===== config.mk =====
export PLATFORM = sky130hd
export DESIGN_NAME = cre_engine
export DESIGN_NICKNAME = d
export VERILOG_FILES = /design/src/cre_pkg.sv /design/src/cre_engine.sv
export SDC_FILE = /design/constraint.sdc
export NUM_CORES = 1
export LEC_CHECK = 0
export BUFFER_PORTS_ARGS = -buffer_cell sky130_fd_sc_hd__buf_2
export CAP_MARGIN = 15
export CELL_PAD_IN_SITES_DETAIL_PLACEMENT = 1
export CELL_PAD_IN_SITES_GLOBAL_PLACEMENT = 1
export CORE_MARGIN = 5
export CORE_UTILIZATION = 45
export DETAILED_ROUTE_END_ITERATION = 12
export PLACE_DENSITY_LB_ADDON = 0.1
export RECOVER_POWER = 100
export SLEW_MARGIN = 20
export SYNTH_ARGS = -nofsm -noshare
export SYNTH_HDL_FRONTEND = slang
export SYNTH_SLANG_ARGS = --single-unit

===== constraint.sdc =====
create_clock -name clock -period 11.15 [get_ports clock]
set_clock_uncertainty 0.2 [all_clocks]
set_input_delay 0.5575 -clock clock [delete_from_list [all_inputs] [get_ports clock]]
set_output_delay 0.5575 -clock clock [all_outputs]
set_load 0.05 [all_outputs]

===== src/cre_pkg.sv =====
// Purpose: shared constants and types of the cable reflectometry engine
// Assumes: one slot per clock; 16-bit registers on a 32-bit bus
// Notes:   register byte address is four times the register index
package cre_pkg;

    // ==========================================================
    // timing
    localparam int CLK_PERIOD_NS = 10;
    localparam int LS_SHORT_NS   = 50;
    localparam int LS_LONG_NS    = 100;
    localparam int HS_UNIT_NS    = 8;
    localparam int HS_MAX_NS     = 56;
    localparam int SLOT_NS       = 8;
    localparam int WINDOW_MAX_NS = 2048;
    localparam int LS_SHORT_CYC  = (LS_SHORT_NS + CLK_PERIOD_NS - 1) / CLK_PERIOD_NS;
    localparam int LS_LONG_CYC   = (LS_LONG_NS + CLK_PERIOD_NS - 1) / CLK_PERIOD_NS;
    localparam int HS_MAX_UNITS  = HS_MAX_NS / HS_UNIT_NS;
    localparam int SLOT_COUNT    = WINDOW_MAX_NS / SLOT_NS;

    // ==========================================================
    // register indices and bus addressing
    localparam int         ADDR_W         = 8;
    localparam logic [5:0] IDX_CONTROL    = 6'h16;
    localparam logic [5:0] IDX_WINDOW     = 6'h17;
    localparam logic [5:0] IDX_PEAK       = 6'h18;
    localparam logic [5:0] IDX_THRESH_RES = 6'h19;
    localparam logic [5:0] IDX_THRESH_LVL = 6'h1c;
    localparam logic [5:0] IDX_STATUS     = 6'h1f;
    localparam logic [1:0] RESP_OKAY      = 2'h0;
    localparam logic [1:0] RESP_SLVERR    = 2'h2;

    // ==========================================================
    // control and window field positions
    localparam int CTRL_ENABLE   = 15;
    localparam int CTRL_FAST     = 14;
    localparam int CTRL_TX_RX    = 13;
    localparam int CTRL_MON_RX   = 12;
    localparam int CTRL_LAUNCH   = 11;
    localparam int CTRL_WIDTH_HI = 10;
    localparam int CTRL_WIDTH_LO = 8;
    localparam int CTRL_MIN_MODE = 7;
    localparam int WIN_FIRST_HI  = 15;
    localparam int WIN_FIRST_LO  = 8;
    localparam int WIN_LAST_HI   = 7;
    localparam int WIN_LAST_LO   = 0;
    localparam int LS_LONG_WIDTH = 4;

    // ==========================================================
    // reset values
    localparam logic [15:0] CTRL_RESET   = 16'h0000;
    localparam logic [15:0] WIN_RESET    = 16'h00ff;
    localparam logic [15:0] THRESH_RESET = 16'h0040;
    localparam logic [15:0] RESULT_RESET = 16'h0000;

    // ==========================================================
    // types
    typedef enum logic {CRE_IDLE, CRE_RUN} cre_state_t;

    typedef struct packed {
        logic ls_drive;   // low_speed_line_driver pulse on
        logic hs_drive;   // high_speed_line_driver pulse on
        logic hs_negative;
        logic on_rx_pair;
    } cre_drive_t;

    typedef struct packed {
        logic signed [7:0] tx_pair;
        logic signed [7:0] rx_pair;
    } cre_samples_t;

endpackage

===== src/cre_engine.sv =====
// Purpose: cable reflectometry engine, pulse generator and monitor, AXI4-Lite slave
// Assumes: converter samples arrive one per clock, signed, synchronous
// Notes:   a run ends after the last window slot; results hold until next launch
//
// Register access over AXI4-Lite was chosen for this implementation.
`timescale 1ns/100ps
module cre_engine
    import cre_pkg::*;
(
    input  wire logic                       clock,          // 100 MHz clock
    input  wire logic                       reset,          // async reset, active high
    input  wire logic [cre_pkg::ADDR_W-1:0] s_axi_awaddr,   // write address
    input  wire logic                       s_axi_awvalid,  // write address valid
    output logic                            s_axi_awready,  // write address ready
    input  wire logic [31:0]                s_axi_wdata,    // write data
    input  wire logic [3:0]                 s_axi_wstrb,    // write byte enables
    input  wire logic                       s_axi_wvalid,   // write data valid
    output logic                            s_axi_wready,   // write data ready
    output logic [1:0]                      s_axi_bresp,    // write response
    output logic                            s_axi_bvalid,   // write response valid
    input  wire logic                       s_axi_bready,   // write response ready
    input  wire logic [cre_pkg::ADDR_W-1:0] s_axi_araddr,   // read address
    input  wire logic                       s_axi_arvalid,  // read address valid
    output logic                            s_axi_arready,  // read address ready
    output logic [31:0]                     s_axi_rdata,    // read data
    output logic [1:0]                      s_axi_rresp,    // read response
    output logic                            s_axi_rvalid,   // read data valid
    input  wire logic                       s_axi_rready,   // read data ready
    input  wire cre_pkg::cre_samples_t      samples,        // converter samples, both pairs
    output logic                            engine_active,  // drivers handed to engine
    output cre_pkg::cre_drive_t             drive           // line driver pulse controls
);
    import cre_pkg::*;

    // ==========================================================
    // helpers
    function automatic logic [5:0] reg_index(input logic [ADDR_W-1:0] addr);
        reg_index = addr[ADDR_W-1:2];
    endfunction

    function automatic logic [7:0] pulse_cycles(input logic fast, input logic [2:0] width);
        if (width == 3'h0) begin
            pulse_cycles = 8'h00;
        end else if (fast) begin
            pulse_cycles = (width > 3'(HS_MAX_UNITS)) ? 8'(HS_MAX_UNITS) : 8'(width);
        end else if (width >= 3'(LS_LONG_WIDTH)) begin
            pulse_cycles = 8'(LS_LONG_CYC);
        end else begin
            pulse_cycles = 8'(LS_SHORT_CYC);
        end
    endfunction

    // ==========================================================
    // bus handshake state
    logic                    aw_have_r, aw_have_nxt;
    logic                    w_have_r, w_have_nxt;
    logic [ADDR_W-1:0]       aw_addr_r, aw_addr_nxt;
    logic [31:0]             w_data_r, w_data_nxt;
    logic [3:0]              w_strb_r, w_strb_nxt;
    logic                    bvalid_r, bvalid_nxt;
    logic [1:0]              bresp_r, bresp_nxt;
    logic                    rvalid_r, rvalid_nxt;
    logic [1:0]              rresp_r, rresp_nxt;
    logic [31:0]             rdata_r, rdata_nxt;
    logic                    wr_fire;

    // ==========================================================
    // register and engine state
    logic [15:0]             control_r, control_nxt;
    logic [15:0]             window_r, window_nxt;
    logic [15:0]             thresh_lvl_r, thresh_lvl_nxt;
    logic [15:0]             peak_res_r, peak_res_nxt;
    logic [15:0]             thresh_res_r, thresh_res_nxt;
    cre_state_t              state_r, state_nxt;
    logic [7:0]              slot_r, slot_nxt;
    logic [7:0]              pulse_left_r, pulse_left_nxt;
    logic                    hs_neg_r, hs_neg_nxt;
    logic                    peak_seen_r, peak_seen_nxt;
    logic                    thr_seen_r, thr_seen_nxt;
    logic                    done_r, done_nxt;
    logic                    on_rx_r, on_rx_nxt;
    logic                    fast_run_r, fast_run_nxt;
    cre_drive_t              drive_r, drive_nxt;

    assign s_axi_awready = !aw_have_r && !bvalid_r;
    assign s_axi_wready  = !w_have_r && !bvalid_r;
    assign s_axi_arready = !rvalid_r;
    assign s_axi_bvalid  = bvalid_r;
    assign s_axi_bresp   = bresp_r;
    assign s_axi_rvalid  = rvalid_r;
    assign s_axi_rresp   = rresp_r;
    assign s_axi_rdata   = rdata_r;
    assign engine_active = control_r[CTRL_ENABLE];
    assign drive         = drive_r;
    assign wr_fire       = aw_have_r && w_have_r && !bvalid_r;

    // ==========================================================
    // bus handshake
    always_comb begin
        aw_have_nxt = aw_have_r;
        w_have_nxt  = w_have_r;
        aw_addr_nxt = aw_addr_r;
        w_data_nxt  = w_data_r;
        w_strb_nxt  = w_strb_r;
        bvalid_nxt  = bvalid_r;
        bresp_nxt   = bresp_r;
        rvalid_nxt  = rvalid_r;
        rresp_nxt   = rresp_r;
        rdata_nxt   = rdata_r;
        if (s_axi_awvalid && s_axi_awready) begin
            aw_have_nxt = 1'b1;
            aw_addr_nxt = s_axi_awaddr;
        end
        if (s_axi_wvalid && s_axi_wready) begin
            w_have_nxt = 1'b1;
            w_data_nxt = s_axi_wdata;
            w_strb_nxt = s_axi_wstrb;
        end
        if (wr_fire) begin
            aw_have_nxt = 1'b0;
            w_have_nxt  = 1'b0;
            bvalid_nxt  = 1'b1;
            unique case (reg_index(aw_addr_r))
                IDX_CONTROL, IDX_WINDOW, IDX_THRESH_LVL, IDX_PEAK, IDX_THRESH_RES, IDX_STATUS: begin
                    bresp_nxt = RESP_OKAY;
                end
                default: begin
                    bresp_nxt = RESP_SLVERR;
                end
            endcase
        end else if (bvalid_r && s_axi_bready) begin
            bvalid_nxt = 1'b0;
        end
        if (s_axi_arvalid && s_axi_arready) begin
            rvalid_nxt = 1'b1;
            rresp_nxt  = RESP_OKAY;
            rdata_nxt  = 32'h0000_0000;
            unique case (reg_index(s_axi_araddr))
                IDX_CONTROL:    rdata_nxt[15:0] = control_r;
                IDX_WINDOW:     rdata_nxt[15:0] = window_r;
                IDX_PEAK:       rdata_nxt[15:0] = peak_res_r;
                IDX_THRESH_RES: rdata_nxt[15:0] = thresh_res_r;
                IDX_THRESH_LVL: rdata_nxt[15:0] = thresh_lvl_r;
                IDX_STATUS:     rdata_nxt[3:0]  = {peak_seen_r, thr_seen_r, done_r, state_r == CRE_RUN};
                default:        rresp_nxt       = RESP_SLVERR;
            endcase
        end else if (rvalid_r && s_axi_rready) begin
            rvalid_nxt = 1'b0;
        end
    end

    always_ff @(posedge clock or posedge reset) begin
        if (reset) begin
            aw_have_r <= 1'b0;
            w_have_r  <= 1'b0;
            aw_addr_r <= '0;
            w_data_r  <= 32'h0000_0000;
            w_strb_r  <= 4'h0;
            bvalid_r  <= 1'b0;
            bresp_r   <= RESP_OKAY;
            rvalid_r  <= 1'b0;
            rresp_r   <= RESP_OKAY;
            rdata_r   <= 32'h0000_0000;
        end else begin
            aw_have_r <= aw_have_nxt;
            w_have_r  <= w_have_nxt;
            aw_addr_r <= aw_addr_nxt;
            w_data_r  <= w_data_nxt;
            w_strb_r  <= w_strb_nxt;
            bvalid_r  <= bvalid_nxt;
            bresp_r   <= bresp_nxt;
            rvalid_r  <= rvalid_nxt;
            rresp_r   <= rresp_nxt;
            rdata_r   <= rdata_nxt;
        end
    end

    // ==========================================================
    // registers, pulse generator and monitor
    logic [15:0]       wr_mask;
    logic [15:0]       ctrl_written;
    logic              launch;
    logic              in_window;
    logic              new_peak;
    logic              crossed;
    logic signed [7:0] sample;
    logic signed [7:0] peak_val;
    logic signed [7:0] thr_val;

    always_comb begin
        control_nxt    = control_r;
        window_nxt     = window_r;
        thresh_lvl_nxt = thresh_lvl_r;
        peak_res_nxt   = peak_res_r;
        thresh_res_nxt = thresh_res_r;
        state_nxt      = state_r;
        slot_nxt       = slot_r;
        pulse_left_nxt = pulse_left_r;
        hs_neg_nxt     = hs_neg_r;
        peak_seen_nxt  = peak_seen_r;
        thr_seen_nxt   = thr_seen_r;
        done_nxt       = done_r;
        on_rx_nxt      = on_rx_r;
        fast_run_nxt   = fast_run_r;
        wr_mask        = {{8{w_strb_r[1]}}, {8{w_strb_r[0]}}};
        ctrl_written   = (control_r & ~wr_mask) | (w_data_r[15:0] & wr_mask);
        launch         = 1'b0;
        peak_val       = $signed(peak_res_r[7:0]);
        thr_val        = $signed(thresh_lvl_r[7:0]);
        // pair under watch
        sample = control_r[CTRL_MON_RX] ? samples.rx_pair : samples.tx_pair;
        // window qualification of the current slot
        in_window = (slot_r >= window_r[WIN_FIRST_HI:WIN_FIRST_LO])
                 && (slot_r <= window_r[WIN_LAST_HI:WIN_LAST_LO]);
        if (control_r[CTRL_MIN_MODE]) begin
            new_peak = !peak_seen_r || (sample < peak_val);
            crossed  = sample < thr_val;
        end else begin
            new_peak = !peak_seen_r || (sample > peak_val);
            crossed  = sample > thr_val;
        end

        if (wr_fire) begin
            unique case (reg_index(aw_addr_r))
                IDX_CONTROL: begin
                    control_nxt = ctrl_written;
                    launch      = ctrl_written[CTRL_LAUNCH] && ctrl_written[CTRL_ENABLE];
                end
                IDX_WINDOW:     window_nxt     = (window_r & ~wr_mask) | (w_data_r[15:0] & wr_mask);
                IDX_THRESH_LVL: thresh_lvl_nxt = (thresh_lvl_r & ~wr_mask) | (w_data_r[15:0] & wr_mask);
                default: ;
            endcase
        end
        // launch bit is never stored and always reads back as zero
        control_nxt[CTRL_LAUNCH] = 1'b0;

        unique case (state_r)
            CRE_IDLE: begin
                pulse_left_nxt = 8'h00;
            end
            CRE_RUN: begin
                if (pulse_left_r != 8'h00) begin
                    pulse_left_nxt = pulse_left_r - 8'h01;
                end
                if (state_r == CRE_RUN && in_window) begin
                    if (new_peak) begin
                        peak_res_nxt  = {slot_r, sample};
                        peak_seen_nxt = 1'b1;
                    end
                    if (crossed && !thr_seen_r) begin
                        thresh_res_nxt = {slot_r, sample};
                        thr_seen_nxt   = 1'b1;
                    end
                end
                if (slot_r == window_r[WIN_LAST_HI:WIN_LAST_LO]) begin
                    state_nxt      = CRE_IDLE;
                    done_nxt       = 1'b1;
                    pulse_left_nxt = 8'h00;
                end else begin
                    slot_nxt = slot_r + 8'h01;
                end
            end
        endcase

        if (launch) begin
            state_nxt      = CRE_RUN;
            slot_nxt       = 8'h00;
            done_nxt       = 1'b0;
            peak_seen_nxt  = 1'b0;
            thr_seen_nxt   = 1'b0;
            peak_res_nxt   = RESULT_RESET;
            thresh_res_nxt = RESULT_RESET;
            fast_run_nxt   = ctrl_written[CTRL_FAST];
            on_rx_nxt      = ctrl_written[CTRL_TX_RX];
            pulse_left_nxt = pulse_cycles(ctrl_written[CTRL_FAST],
                                          ctrl_written[CTRL_WIDTH_HI:CTRL_WIDTH_LO]);
            if (state_r == CRE_RUN && fast_run_r && drive_r.hs_drive) begin
                hs_neg_nxt = !hs_neg_r;
            end
        end else if (state_r == CRE_RUN && pulse_left_r == 8'h01 && fast_run_r) begin
            hs_neg_nxt = !hs_neg_r;
        end

        if (!control_nxt[CTRL_ENABLE]) begin
            state_nxt      = CRE_IDLE;
            pulse_left_nxt = 8'h00;
        end

        drive_nxt.ls_drive    = (pulse_left_nxt != 8'h00) && !fast_run_nxt;
        drive_nxt.hs_drive    = (pulse_left_nxt != 8'h00) && fast_run_nxt;
        drive_nxt.hs_negative = hs_neg_nxt;
        drive_nxt.on_rx_pair  = on_rx_nxt;
    end

    always_ff @(posedge clock or posedge reset) begin
        if (reset) begin
            control_r    <= CTRL_RESET;
            window_r     <= WIN_RESET;
            thresh_lvl_r <= THRESH_RESET;
            peak_res_r   <= RESULT_RESET;
            thresh_res_r <= RESULT_RESET;
            state_r      <= CRE_IDLE;
            slot_r       <= 8'h00;
            pulse_left_r <= 8'h00;
            hs_neg_r     <= 1'b0;
            peak_seen_r  <= 1'b0;
            thr_seen_r   <= 1'b0;
            done_r       <= 1'b0;
            on_rx_r      <= 1'b0;
            fast_run_r   <= 1'b0;
            drive_r      <= '0;
        end else begin
            control_r    <= control_nxt;
            window_r     <= window_nxt;
            thresh_lvl_r <= thresh_lvl_nxt;
            peak_res_r   <= peak_res_nxt;
            thresh_res_r <= thresh_res_nxt;
            state_r      <= state_nxt;
            slot_r       <= slot_nxt;
            pulse_left_r <= pulse_left_nxt;
            hs_neg_r     <= hs_neg_nxt;
            peak_seen_r  <= peak_seen_nxt;
            thr_seen_r   <= thr_seen_nxt;
            done_r       <= done_nxt;
            on_rx_r      <= on_rx_nxt;
            fast_run_r   <= fast_run_nxt;
            drive_r      <= drive_nxt;
        end
    end

endmodule


# Word level (Yosys, flattened, before mapping)
# Cells that the tools add are included.
[op_classes]
n_bitwise = 9
n_eq_ne = 16
shift = 0
n_lt_le_gt_ge = 8
multipliers = 0
mux = 58
div_mod_pow = 0
add_sub_neg = 2
reduce_logical = 52
[op_table]
columns = ["operator", "count"]
rows = [
  ["16-bit two-way mux", 10],
  ["6-bit by 5-bit equality test with 1-bit output, second input constant", 12],
  ["16-bit AND", 4],
  ["8-bit two-way mux", 8],
  ["12-bit case mux with 5 select lines", 1],
  ["16-bit bitwise OR", 3],
  ["1-bit two-way mux", 31],
  ["4-bit case mux with 6 select lines", 1],
  ["2-bit nonzero test", 10],
  ["1-bit logical AND", 19],
  ["8-bit greater-than comparator", 2],
  ["8-bit less-than comparator", 2],
  ["16-bit inverter", 1],
  ["8-bit case mux with 2 select lines", 1],
  ["8-bit nonzero test", 2],
  ["4-bit two-way mux", 3],
  ["2-bit AND reduction", 6],
  ["6-bit OR reduction", 2],
  ["8-bit by 1-bit adder with 8-bit output, second input constant", 1],
  ["8-bit by 1-bit equality test with 1-bit output, second input constant", 1],
  ["8-bit equality test", 1],
  ["8-bit >= comparator", 1],
  ["8-bit <= comparator", 1],
  ["1-bit logical NOT", 8],
  ["other kinds (11)", 14],
]
[totals]
register_bits = 154
in_bits = 75
mem_bits_rw = 0
latch_bits = 0
out_inout_bits = 46
word_cells = 172
n_memories = 0
rom_bits = 0

# Longest topological paths before layout
# Gate-level depths: netlist (run 1).
[logic_depth]
ltp_word = 11
depth_mapped = 11
mapped_depth_nobuf = 8

# Worst setup path before layout (run 1)
# Ideal clock, no wire load.
[synth_timing]
kind = "register to register"
from = "register (tool-made name)"
to = "register thresh_res_r[1]"
setup_ns = 0.079
path_stages_with_launch = 12
slack_ns = 7.982
required_ns = 10.871
period_less_slack_ns = 3.168
n_path_buf = 3
arrival_ns = 2.889
cell_sequence = "dfrtp_1 clkbuf_1 mux2_2 ha_1 a21o_1 a2111oi_4 and4_1 a31oi_1 a211oi_1 buf_4 buf_6 mux2i_1"
[synth_rtl]
columns = ["item", "line_no", "source"]
rows = [
  ["end signal, assigned", "cre_engine.sv:317", "thresh_res_r <= thresh_res_nxt;"],
  ["end, declared", "cre_engine.sv:73", "logic [15:0] thresh_res_r, thresh_res_nxt;"],
]

==> results of run 1 <==
==> cell families (layout without fill, tap and decap cells) <==
logic type                 Yosys count  after routing  share of synthesized area (%)
AOI/OAI and AO/OA                  128            128                           10.6
xor gates and xnor gates            13             13                           1.44
adders and majority gates           36             36                           5.68
buffers and inverters               98            162                           6.08
DFF                                150            150                           47.5
muxes                              116            116                           15.6
other                                1             18                         0.0473
and+or+nand+nor                    216            216                           13.1
==> layout make-up <==
type                            instances  share of cell area [%]
Clock inverter                         11                    2.21
Inverter                               45                    1.89
Sequential cell                       150                    41.9
Timing Repair Buffer                   85                    4.34
Clock buffer                           21                    5.01
Multi-Input combinational cell        527                    41.6
Tap cell                              225                    3.13
==> cell usage after synthesis (all sizes together), types with 2 or more instances <==
master	instances	area, sq um
a2111oi	5	81.3
a211oi	5	37.5
a21o	5	37.5
a21oi	21	109
a221oi	15	131
a31oi	2	12.5
and2	5	31.3
and3	5	31.3
and4	3	26.3
and4b	2	20.0
buf	29	223
clkbuf	24	90.1
dfrtp	141	3530
dfstp	9	236
ha	36	450
inv	45	169
mux2	61	687
mux2i	55	551
nand2	106	398
nand2b	8	50.1
nand3	8	45.0
nand3b	2	15.0
nand4	14	87.6
nor2	34	128
nor2b	9	56.3
nor3	4	20.0
nor4	6	50.0
nor4b	2	17.5
o211ai	4	30.0
o21ai	56	280
o22ai	5	31.3
or3	4	25.0
xnor2	6	52.6
xor2	7	61.3
==> metal layers <==
layer	GRT usage (%)	routed length, um
met5	0	0
met4	5.75	308
met3	4.09	655
met2	40.1	11600
met1	25.7	8540
==> metrics by stage <==
| stage | cells | power [uW] | utilization (%) | hold slack, ns | worst slack [ns] |
|---|---|---|---|---|---|
| after floorplan | 775 | 1080 | - | 0.243 | 6.37 |
| after global placement | 1032 | 1180 | 48.7 | 0.256 | 7.56 |
| after detailed placement | 1032 | 1210 | 48.7 | 0.256 | 7.43 |
| after CTS | 1064 | 1850 | 52.4 | 0.0884 | 7.41 |
| after global routing | 1064 | 1930 | 52.0 | 0.114 | 3.77 |
| final | 1064 | 1830 | 52.0 | 0.100 | 5.17 |
==> worst min-delay path by stage <==
| stage | start | endpoint |
|---|---|---|
| CTS | reset | s_axi_rdata[2] |
| global placement | drive[1] | drive[1] |
| finish | s_axi_bready | s_axi_bvalid |
| floorplan | drive[1] | drive[1] |
| global route | s_axi_rready | s_axi_rvalid |
| detailed placement | drive[1] | drive[1] |
==> power by group through the flow <==
stage	combinational [uW]	clock, uW	sequential (uW)
floorplan	324	0	757
global placement	408	0	772
detailed placement	430	0	783
CTS	434	645	775
global route	465	674	793
finish	418	635	777
==> results.md, run 1 <==
- Total Nets Final: between 900 and 1000
- GRT Util Overall: a little over a fifth
- Clock network latency to the later pin of the worst-skew pair: 0.43 ns
- Cell family contributing the most delay on the critical path: buffers and inverters
- First-pass GRT wire length: 34.1 mm
- Row count: 48
- Count of instances resized after the clock tree is built: 0
- Number of global-route vias before repair: approximately 6400
- Sum Neg Setup Slack: 0 ns
- Initial standard-cell utilization of the core: 45.8%
- Worst Hold Path Cells: 2
- Class of the tightest hold or removal check: input port to flop
- Commonest cells after routing, fill and taps aside: dfrtp_1 (141), nand2_1 (106), mux2_2 (58)
- Number of enable flip-flop cells after synthesis: 0
- Number of buffers and inverters on the critical path: 3
- Crit Path Category: input port to asynchronous set/reset pin
- Final WL: approximately 21 mm
- Synthesis-to-layout area growth: 13.5%
- Synth cell types: slightly below 60
- Antenna cell count: 0
- Yosys warnings: 0
- Least-Margin Pin Slew: ~3.7 ns
- Final number of setup-violating endpoints: 0
- Cell chosen for the clock root: clkbuf_16
- Total CTS buffers: 17
- Reg-to-Reg End: drive[3]
- Sequential cell fraction of total power: 42.5%
- Post-synthesis cell count: about 760
- Cell-by-cell listing of the critical path: buf_2 -> clkinvlp_2 -> clkbuf_1
- Max capacitance violation total: 4
- Minimum clock period: roughly 6 ns
- Post-route cell area: 8990 sq um
- Register area share after synthesis: 47.5%
- Initial antenna violation count: 0
- Sw frac: between 30% and 40%
- Vertical die dimension: 143 um
- Internal Pwr Total: 1240 uW
- Worst VDD drop: 0.123 mV
- Cell type of the slowest stage on the worst timing path: clkbuf_1
- Clock transition at path regs: 0.07 ns
- Crit path max fanout: 80
- TritonCTS clock tree: built
- Fraction of layout cells with a size suffix above 1: 18.8%
- Average cell area after synthesis: 10.5 sq um
- Flip-flop and latch count after synthesis: 150
- Portion of total power attributed to the clock network: around a third
- Combined flip-flop and latch cell area: roughly 3800 sq um
- Vias per std cell: 5.55
- Post-Syn Area: ~7900 sq um
- Count of fill cells added during filler insertion: roughly 1900
- Worst rel slew slack: -146%
- Delay of the slowest critical-path stage: approximately 2.8 ns
- Critical path launch point: reset
- Startpoint of the lowest-slack register-to-register path: w_strb_r[1]
- Average wire per standard cell: around 20 um
- First-pass DRT Iterations: 4
- Maximum number of pins on one net before global-route repair: around 80
- Count of unresolved DRC violations after routing: 0
- RSZ-0062 raised after global routing: false
- Max Fclk: 167 MHz
- Failing checks: max-capacitance violations, max-slew violations
- Power per unit of standard cell area: 203 nW/um^2
- Endpoint of the most critical setup path: fast_run_r
- DRT iter0 DRCs: 246
- Total core area: between 15000 and 20000 sq um
- Async S/R FF share, synth: 100%
- Period utilization: a little over half
- Register-to-Register Setup Slack: around 7 ns
- Worst-case reg-to-reg path depth: 7
- Final hold viol count: 0
- Sort of element at the end of the critical path: asynchronous set/reset pin
- Primary flip-flop cell chosen by synthesis mapping: dfrtp_1
- Post-CTS Hold Fix Bufs: 0
- Multi-input combinational cell area: roughly 3700 sq um
- Result of the run: complete, but fails checks
- H-tree depth: 4
- GR Overflow Total: 0
- Number of pins with negative max-slew slack in the final report: around 240
- # IOs: 121
- Die Area: about 20000 sq um
- Required time of the critical path: 10.63 ns
- Leak pwr: 0.00426 uW
- Final antenna-violating net count: 0
- Count of clock tree sinks: 150
- Most common library cell in the layout ignoring fill and taps: dfrtp_1
- Arrival time of data at the critical path endpoint: about 5.5 ns
- Switching power: ~600 uW
- Startpoint type of the worst setup path: input port
- Final RePlAce weighted congestion: 0.835
- Post-CTS setup buffer count: 0
- Maximum buffer depth of the clock tree: 2
- Estimated wirelength of the detail-placed design: roughly 15 mm
- Port Buf Inserts: 80
- Number of stages on the worst setup path: 3
- Die outline width: around 140 um
- Proportion of power drawn by combinational gates: between 20% and 30%
- Placed standard-cell area: approximately 8400 sq um
- Routed via count: 5909
(Power assumes the default switching activity.)
==> run 2: changes to the inputs <==
--- a/config.mk
+++ b/config.mk
@@ -5,12 +5,13 @@
 export SDC_FILE = /design/constraint.sdc
 export NUM_CORES = 1
 export LEC_CHECK = 0
+export ABC_AREA = 1
 export BUFFER_PORTS_ARGS = -buffer_cell sky130_fd_sc_hd__buf_2
 export CAP_MARGIN = 15
 export CELL_PAD_IN_SITES_DETAIL_PLACEMENT = 1
 export CELL_PAD_IN_SITES_GLOBAL_PLACEMENT = 1
 export CORE_MARGIN = 5
-export CORE_UTILIZATION = 45
+export CORE_UTILIZATION = 43
 export DETAILED_ROUTE_END_ITERATION = 12
 export PLACE_DENSITY_LB_ADDON = 0.1
 export RECOVER_POWER = 100
==> constraint.sdc (replaced) <==
create_clock -name clock -period 6.2 [get_ports clock]
set_clock_uncertainty 0.2 [all_clocks]
set_input_delay 0.31 -clock clock [delete_from_list [all_inputs] [get_ports clock]]
set_output_delay 0.31 -clock clock [all_outputs]
set_load 0.05 [all_outputs]
==> results.md, run 2 <==
- Result of the run: complete, but fails checks
- Failing checks: max-capacitance violations, max-slew violations
- RSZ-0062 raised after global routing: false
- Register area share after synthesis: between 40 and 50%
- Startpoint of the lowest-slack register-to-register path: s_axi_bvalid
- Post-Syn Area: approximately 8300 sq um
- Crit path max fanout: 37
- Number of enable flip-flop cells after synthesis: 0
- Count of clock tree sinks: 150
- Worst Hold Path Cells: 3
- Clock transition at path regs: approximately 0.08 ns
- Average wire per standard cell: ~18 um
- Number of global-route vias before repair: around 7300
- Final antenna-violating net count: 0
- GRT Util Overall: 23.5%
- Vertical die dimension: between 100 and 150 um
- Arrival time of data at the critical path endpoint: about 3.8 ns
- Register-to-Register Setup Slack: ~2.5 ns
- Post-CTS setup buffer count: 0
- Required time of the critical path: roughly 6.3 ns
- Cell chosen for the clock root: clkbuf_16
- Antenna cell count: 0
- Average cell area after synthesis: 8.13 sq um
- Initial antenna violation count: 0
- Max capacitance violation total: 1
- Maximum number of pins on one net before global-route repair: 97
- Max Fclk: 268 MHz
- Min-Delay Endpoint: aw_have_r
- Routed via count: about 7000
- Sort of element at the end of the critical path: flop
- Total core area: around 19000 sq um
- # IOs: 121
- Reg-to-Reg End: slot_r[7]
- Power per unit of standard cell area: 379 nW/um^2
- Count of unresolved DRC violations after routing: 0
- Yosys warnings: 0
- Commonest cells post-synth: nand2_1 (260), dfrtp_1 (141), inv_1 (136)
- Period utilization: between 60% and 70%
- Most common library cell in the layout ignoring fill and taps: nand2_1
- Primary flip-flop cell chosen by synthesis mapping: dfrtp_1
- Post-synthesis cell count: approximately 1000
- H-tree depth: 4
- Count of instances resized after the clock tree is built: 0
- Final hold viol count: 0
- Class of the tightest hold or removal check: input port to flop
- Number of pins with negative max-slew slack in the final report: 38
- Port Buf Inserts: 80
- Critical path launch point: s_axi_bvalid
- Async S/R FF share, synth: 100%
- Die outline width: about 150 um
- Final number of setup-violating endpoints: 0
- Minimum clock period: around 3.7 ns
- Crit Path Category: flop to flop
- TritonCTS clock tree: built
- GR Overflow Total: 0
- Largest area contributor in the synthesized netlist: dfrtp_1
- Post-Place Cells: about 1300
- Post-CTS Hold Fix Bufs: 27
- Final RePlAce weighted congestion: 0.865
- Die Area: between 20000 and 25000 sq um
- Startpoint of the worst hold path: s_axi_awvalid
- First-pass GRT wire length: slightly above 40 mm
- Worst rel slew slack: -29.4%
- Switching power: 1510 uW
- First-pass DRT Iterations: 5
- Proportion of netlist area held by the largest area contributor: 42.5%
- Clock network latency to the later pin of the worst-skew pair: roughly 0.43 ns
- Estimated wirelength of the detail-placed design: ~18 mm
- Total CTS buffers: 17
- Internal Pwr Total: about 2100 uW
- Synthesis-to-layout area growth: 14.7%
- Leak pwr: 0.00493 uW
- Proportion of power drawn by combinational gates: between 30% and 40%
- Synth top area cells: dfrtp_1 (43%), nand2_1 (12%), inv_1 (6.2%), ha_1 (5.4%), nand3_1 (4.2%)
- Final WL: between 20 and 30 mm
- Fraction of layout cells with a size suffix above 1: 12.3%
- Synth cell types: ~50
- Least-Margin Pin Slew: between 1.5 and 2 ns
- Final Non-Filler Cells: 1393
- Initial standard-cell utilization of the core: 44.1%
- Commonest cells after routing, fill and taps aside: nand2_1 (263), dfrtp_1 (141), inv_1 (139)
- Sum Neg Setup Slack: 0 ns
- Total Nets Final: 1231
- Leading cell type by number of instances after synthesis: nand2_1
- DRT iter0 DRCs: 483
- Worst VDD drop: roughly 0.25 mV
- Sw frac: 42.0%
- Vias per std cell: 5.11
- Maximum buffer depth of the clock tree: 2
- Count of fill cells added during filler insertion: around 2300
- Startpoint type of the worst setup path: flop
- Worst-case reg-to-reg path depth: 8
- Sequential cell fraction of total power: approximately two fifths
- Row count: 50
- Portion of total power attributed to the clock network: between 20% and 30%
- Overall power after layout: ~3600 uW
- Flip-flop and latch count after synthesis: 150
[run 2: cell count changes after synthesis, sizes merged, moves of 8 or more]
| cell | before | now |
|---|---|---|
| nand2 | 106 | 267 |
| inv | 45 | 145 |
| nand3 | 8 | 86 |
| mux2i | 55 | 2 |
| mux2 | 61 | 10 |
| nor2 | 34 | 84 |
| a21oi | 21 | 67 |
| a221oi | 15 | 0 |
| clkbuf | 24 | 10 |
| a31oi | 2 | 15 |
| nor2b | 9 | 0 |
| nand2b | 8 | 0 |
[run 2: area by class of cell]
class	count	area (sq um)	area share (%)
multi-input combinational	695	3640	38.2
inverter	147	557	5.85
clock inverter	15	156	1.64
timing repair buffer	109	649	6.83
tap	260	325	3.42
clock buffer	17	425	4.47
sequential	150	3760	39.6
[run 2: cells by family after synthesis]
logic type      Yosys count  share of synthesized area [%]
compound gates          166                           10.9
other cells               1                         0.0452
buf+inv                 193                           10.5
simple gates            457                           25.4
fa+ha+maj                36                           5.43
xor+xnor                  6                          0.633
mux                      12                           1.60
flops                   150                           45.4
[run 2: worst max path at each step]
stage,endpoint
6_report,slot_r[7]
5_1_grt,slot_r[5]
4_1_cts,peak_res_r[14]
3_5_place_dp,thresh_res_r[6]
3_3_place_gp,thresh_res_r[6]
2_1_floorplan,asynchronous set/reset pin
[run 2: stage by stage]
step	hold WS, ns	setup slack, ns	util [%]	area [sq um]
floorplan	0.206	1.67	-	8360
global placement	0.254	3.03	46.7	8780
detailed placement	0.261	2.95	46.7	8780
CTS	0.125	2.94	51.2	9640
global route	0.215	2.19	50.5	9510
finish	0.157	2.46	50.5	9510
[run 2: metal layers]
metal | vias up | track usage (%) | share of wire (%)
met1 | 3480 | 34.7 | 50
li1 | 3454 | - | -
met3 | 22 | 3.49 | 4.6
met5 | - | 0 | 0
met4 | 0 | 4.94 | 1.0
met2 | 162 | 36.9 | 44
[run 2: power by group through the flow]
stage / Sequential [uW] / Clock [uW] / Combinational [uW]
4_1_cts: 1400 / 1050 / 1220
6_report: 1390 / 1030 / 1180
5_1_grt: 1420 / 1090 / 1340
2_1_floorplan: 1450 / 0 / 827
3_5_place_dp: 1410 / 0 / 1190
3_3_place_gp: 1400 / 0 / 1170
[run 2: critical path: stages, from the launching register on]
cell and delay (ns):
dfrtp_1 0.41, inv_1 0.08, nand3_1 0.26, inv_1 0.30
nand2_1 0.23, nor2_4 0.12, nand3_1 1.31, inv_1 0.56
nor3_1 0.11
==> run 3: changes to the inputs <==
==> constraint.sdc (replaced) <==
create_clock -name clock -period 3.7 [get_ports clock]
set_clock_uncertainty 0.2 [all_clocks]
set_input_delay 0.185 -clock clock [delete_from_list [all_inputs] [get_ports clock]]
set_output_delay 0.185 -clock clock [all_outputs]
set_load 0.05 [all_outputs]
==> results.md, run 3 (synthesis results as in run 2) <==
- Result of the run: complete, but fails checks
- Failing checks: max-capacitance violations, max-slew violations
- Clock network latency to the later pin of the worst-skew pair: between 0.4 and 0.5 ns
- Vertical die dimension: 149 um
- Crit Path Category: flop to flop
- Number of pins with negative max-slew slack in the final report: between 100 and 150
- H-tree depth: 4
- Die Area: 22200 sq um
- DRT iter0 DRCs: ~370
- Worst rel slew slack: -15.7%
- Commonest cells after routing, fill and taps aside: nand2_1 (263), dfrtp_1 (141), inv_1 (139)
- Most common library cell in the layout ignoring fill and taps: nand2_1
- First-pass DRT Iterations: 4
- Sum Neg Setup Slack: 0 ns
- Die outline width: 149 um
- Final WL: roughly 25 mm
- Total core area: between 15000 and 20000 sq um
- Port Buf Inserts: 80
- Initial antenna violation count: 0
- Maximum buffer depth of the clock tree: 2
- Synthesis-to-layout area growth: 15.1%
- RSZ-0062 raised after global routing: false
- Max capacitance violation total: 1
- Total Nets Final: approximately 1200
- Required time of the critical path: 3.86 ns
- Cell chosen for the clock root: clkbuf_16
- Count of instances resized after the clock tree is built: 0
- Antenna cell count: 0
- Fraction of layout cells with a size suffix above 1: 12.4%
- Average wire per standard cell: around 18 um
- Overall power after layout: 6090 uW
- Vias per std cell: slightly above 5
- Final Non-Filler Cells: about 1400
- # IOs: ~120
- Total CTS buffers: 17
- Post-CTS setup buffer count: 0
- Least-Margin Pin Slew: around 1.7 ns
- GR Overflow Total: 0
- Final antenna-violating net count: 0
- Estimated wirelength of the detail-placed design: approximately 18 mm
- Leak pwr: between 0.004 and 0.005 uW
- GRT Util Overall: a little under a quarter
- Max Fclk: ~300 MHz
- Count of unresolved DRC violations after routing: 0
- Maximum number of pins on one net before global-route repair: between 100 and 150
- Number of global-route vias before repair: ~7500
- Class of the tightest hold or removal check: input port to flop
- Initial standard-cell utilization of the core: about 44%
- Placed standard-cell area: between 8000 and 9000 sq um
- Post-Place Cells: around 1300
- Worst VDD drop: between 0.4 and 0.5 mV
- Crit path max fanout: 16
- First-pass GRT wire length: slightly above 40 mm
- Row count: 50
- Minimum clock period: around 3.3 ns
- Clock transition at path regs: about 0.070 ns
- Count of clock tree sinks: 150
- TritonCTS clock tree: built
- Final number of setup-violating endpoints: 0
- Final hold viol count: 0
- Count of fill cells added during filler insertion: ~2300
- Arrival time of data at the critical path endpoint: ~3.5 ns
- Post-route cell area: approximately 9500 sq um
- Period utilization: 89.0%
- Final RePlAce weighted congestion: between 0.8 and 0.9
- Routed via count: 7158
- Sort of element at the end of the critical path: flop
- Startpoint type of the worst setup path: flop
- Power per unit of standard cell area: approximately 640 nW/um^2
==> run 3: changes by cell type in the layout (fill, tap and decap cells not counted), sizes merged <==
cell / before / now
bufinv: 0 / 1
clkbuf: 46 / 49
buf: 53 / 55
clkinvlp: 1 / 3
clkinv: 7 / 6
inv: 154 / 151
==> run 3: final timing paths <==
| path | startpoint | to | slack (ns) | cells past startpoint |
|---|---|---|---|---|
| worst max-delay path | flop | thresh_res_r[10] | 0.41 | 12 |
| worst min-delay path | s_axi_araddr[2] | s_axi_rdata[8] | 0.02 | 4 |
| worst max register to register | flop | thresh_res_r[10] | 0.41 | 12 |
| worst min register to register | drive[1] | drive[1] | 0.28 | 1 |
| max in group asynchronous | reset | peak_res_r[1] | 1.45 | 4 |
| min in group asynchronous | reset | w_have_r | 0.62 | 4 |
==> run 3: per-stage QoR <==
step                      utilization [%]  hold WS, ns  setup slack (ns)
after floorplan                         -       0.0814              1.21
after global placement               46.8        0.127             0.553
after detailed placement             46.9        0.136             0.520
after CTS                            51.4      0.00568             0.489
after global routing                 50.7       0.0407             0.156
final                                50.7       0.0212             0.406
==> run 3: routing by layer <==
layer | vias to the layer above | global-route usage [%] | wire, um
li1 | 3462 | - | -
met1 | 3513 | 34.0 | 12500
met2 | 159 | 38.0 | 11600
met3 | 24 | 4.16 | 1020
met4 | 0 | 5.35 | 368
met5 | - | 0 | 0
==> run 3: report_power, final <==
| group | switching, uW | internal, uW | leakage, uW |
|---|---|---|---|
| Combinational | 1430 | 569 | 0.00272 |
| Clock | 780 | 965 | 0.000283 |
| Sequential | 315 | 2030 | 0.00193 |
==> run 3: layout make-up <==
| class | instances | area, sq um | share of cell area [%] |
|---|---|---|---|
| clock buffers | 18 | 439 | 4.60 |
| clock inverters | 14 | 141 | 1.48 |
| inverters | 147 | 553 | 5.79 |
| multi-input cells | 695 | 3650 | 38.2 |
| flip-flops and latches | 150 | 3760 | 39.4 |
| well taps | 260 | 325 | 3.41 |
| repair buffers | 113 | 677 | 7.09 |
==> run 3: worst max-delay path: stages, from the launching register on <==
cell and delay, ns:
dfrtp_1 0.74, mux2_1 0.43, ha_1 0.36, nand2_1 0.09, nor2_1 0.18, nand2_1 0.13, nand2_1 0.11, nand2_1 0.06
nand3_1 0.13, nand2_1 0.11, nor2_4 0.40, nand3_1 0.17, nand2_1 0.11
==> run 3: what timing repair did <==
action                                  CTS  global route
endpoints found under the setup margin    0             0
hold buffers                             27             0
hold endpoints to repair                167             0
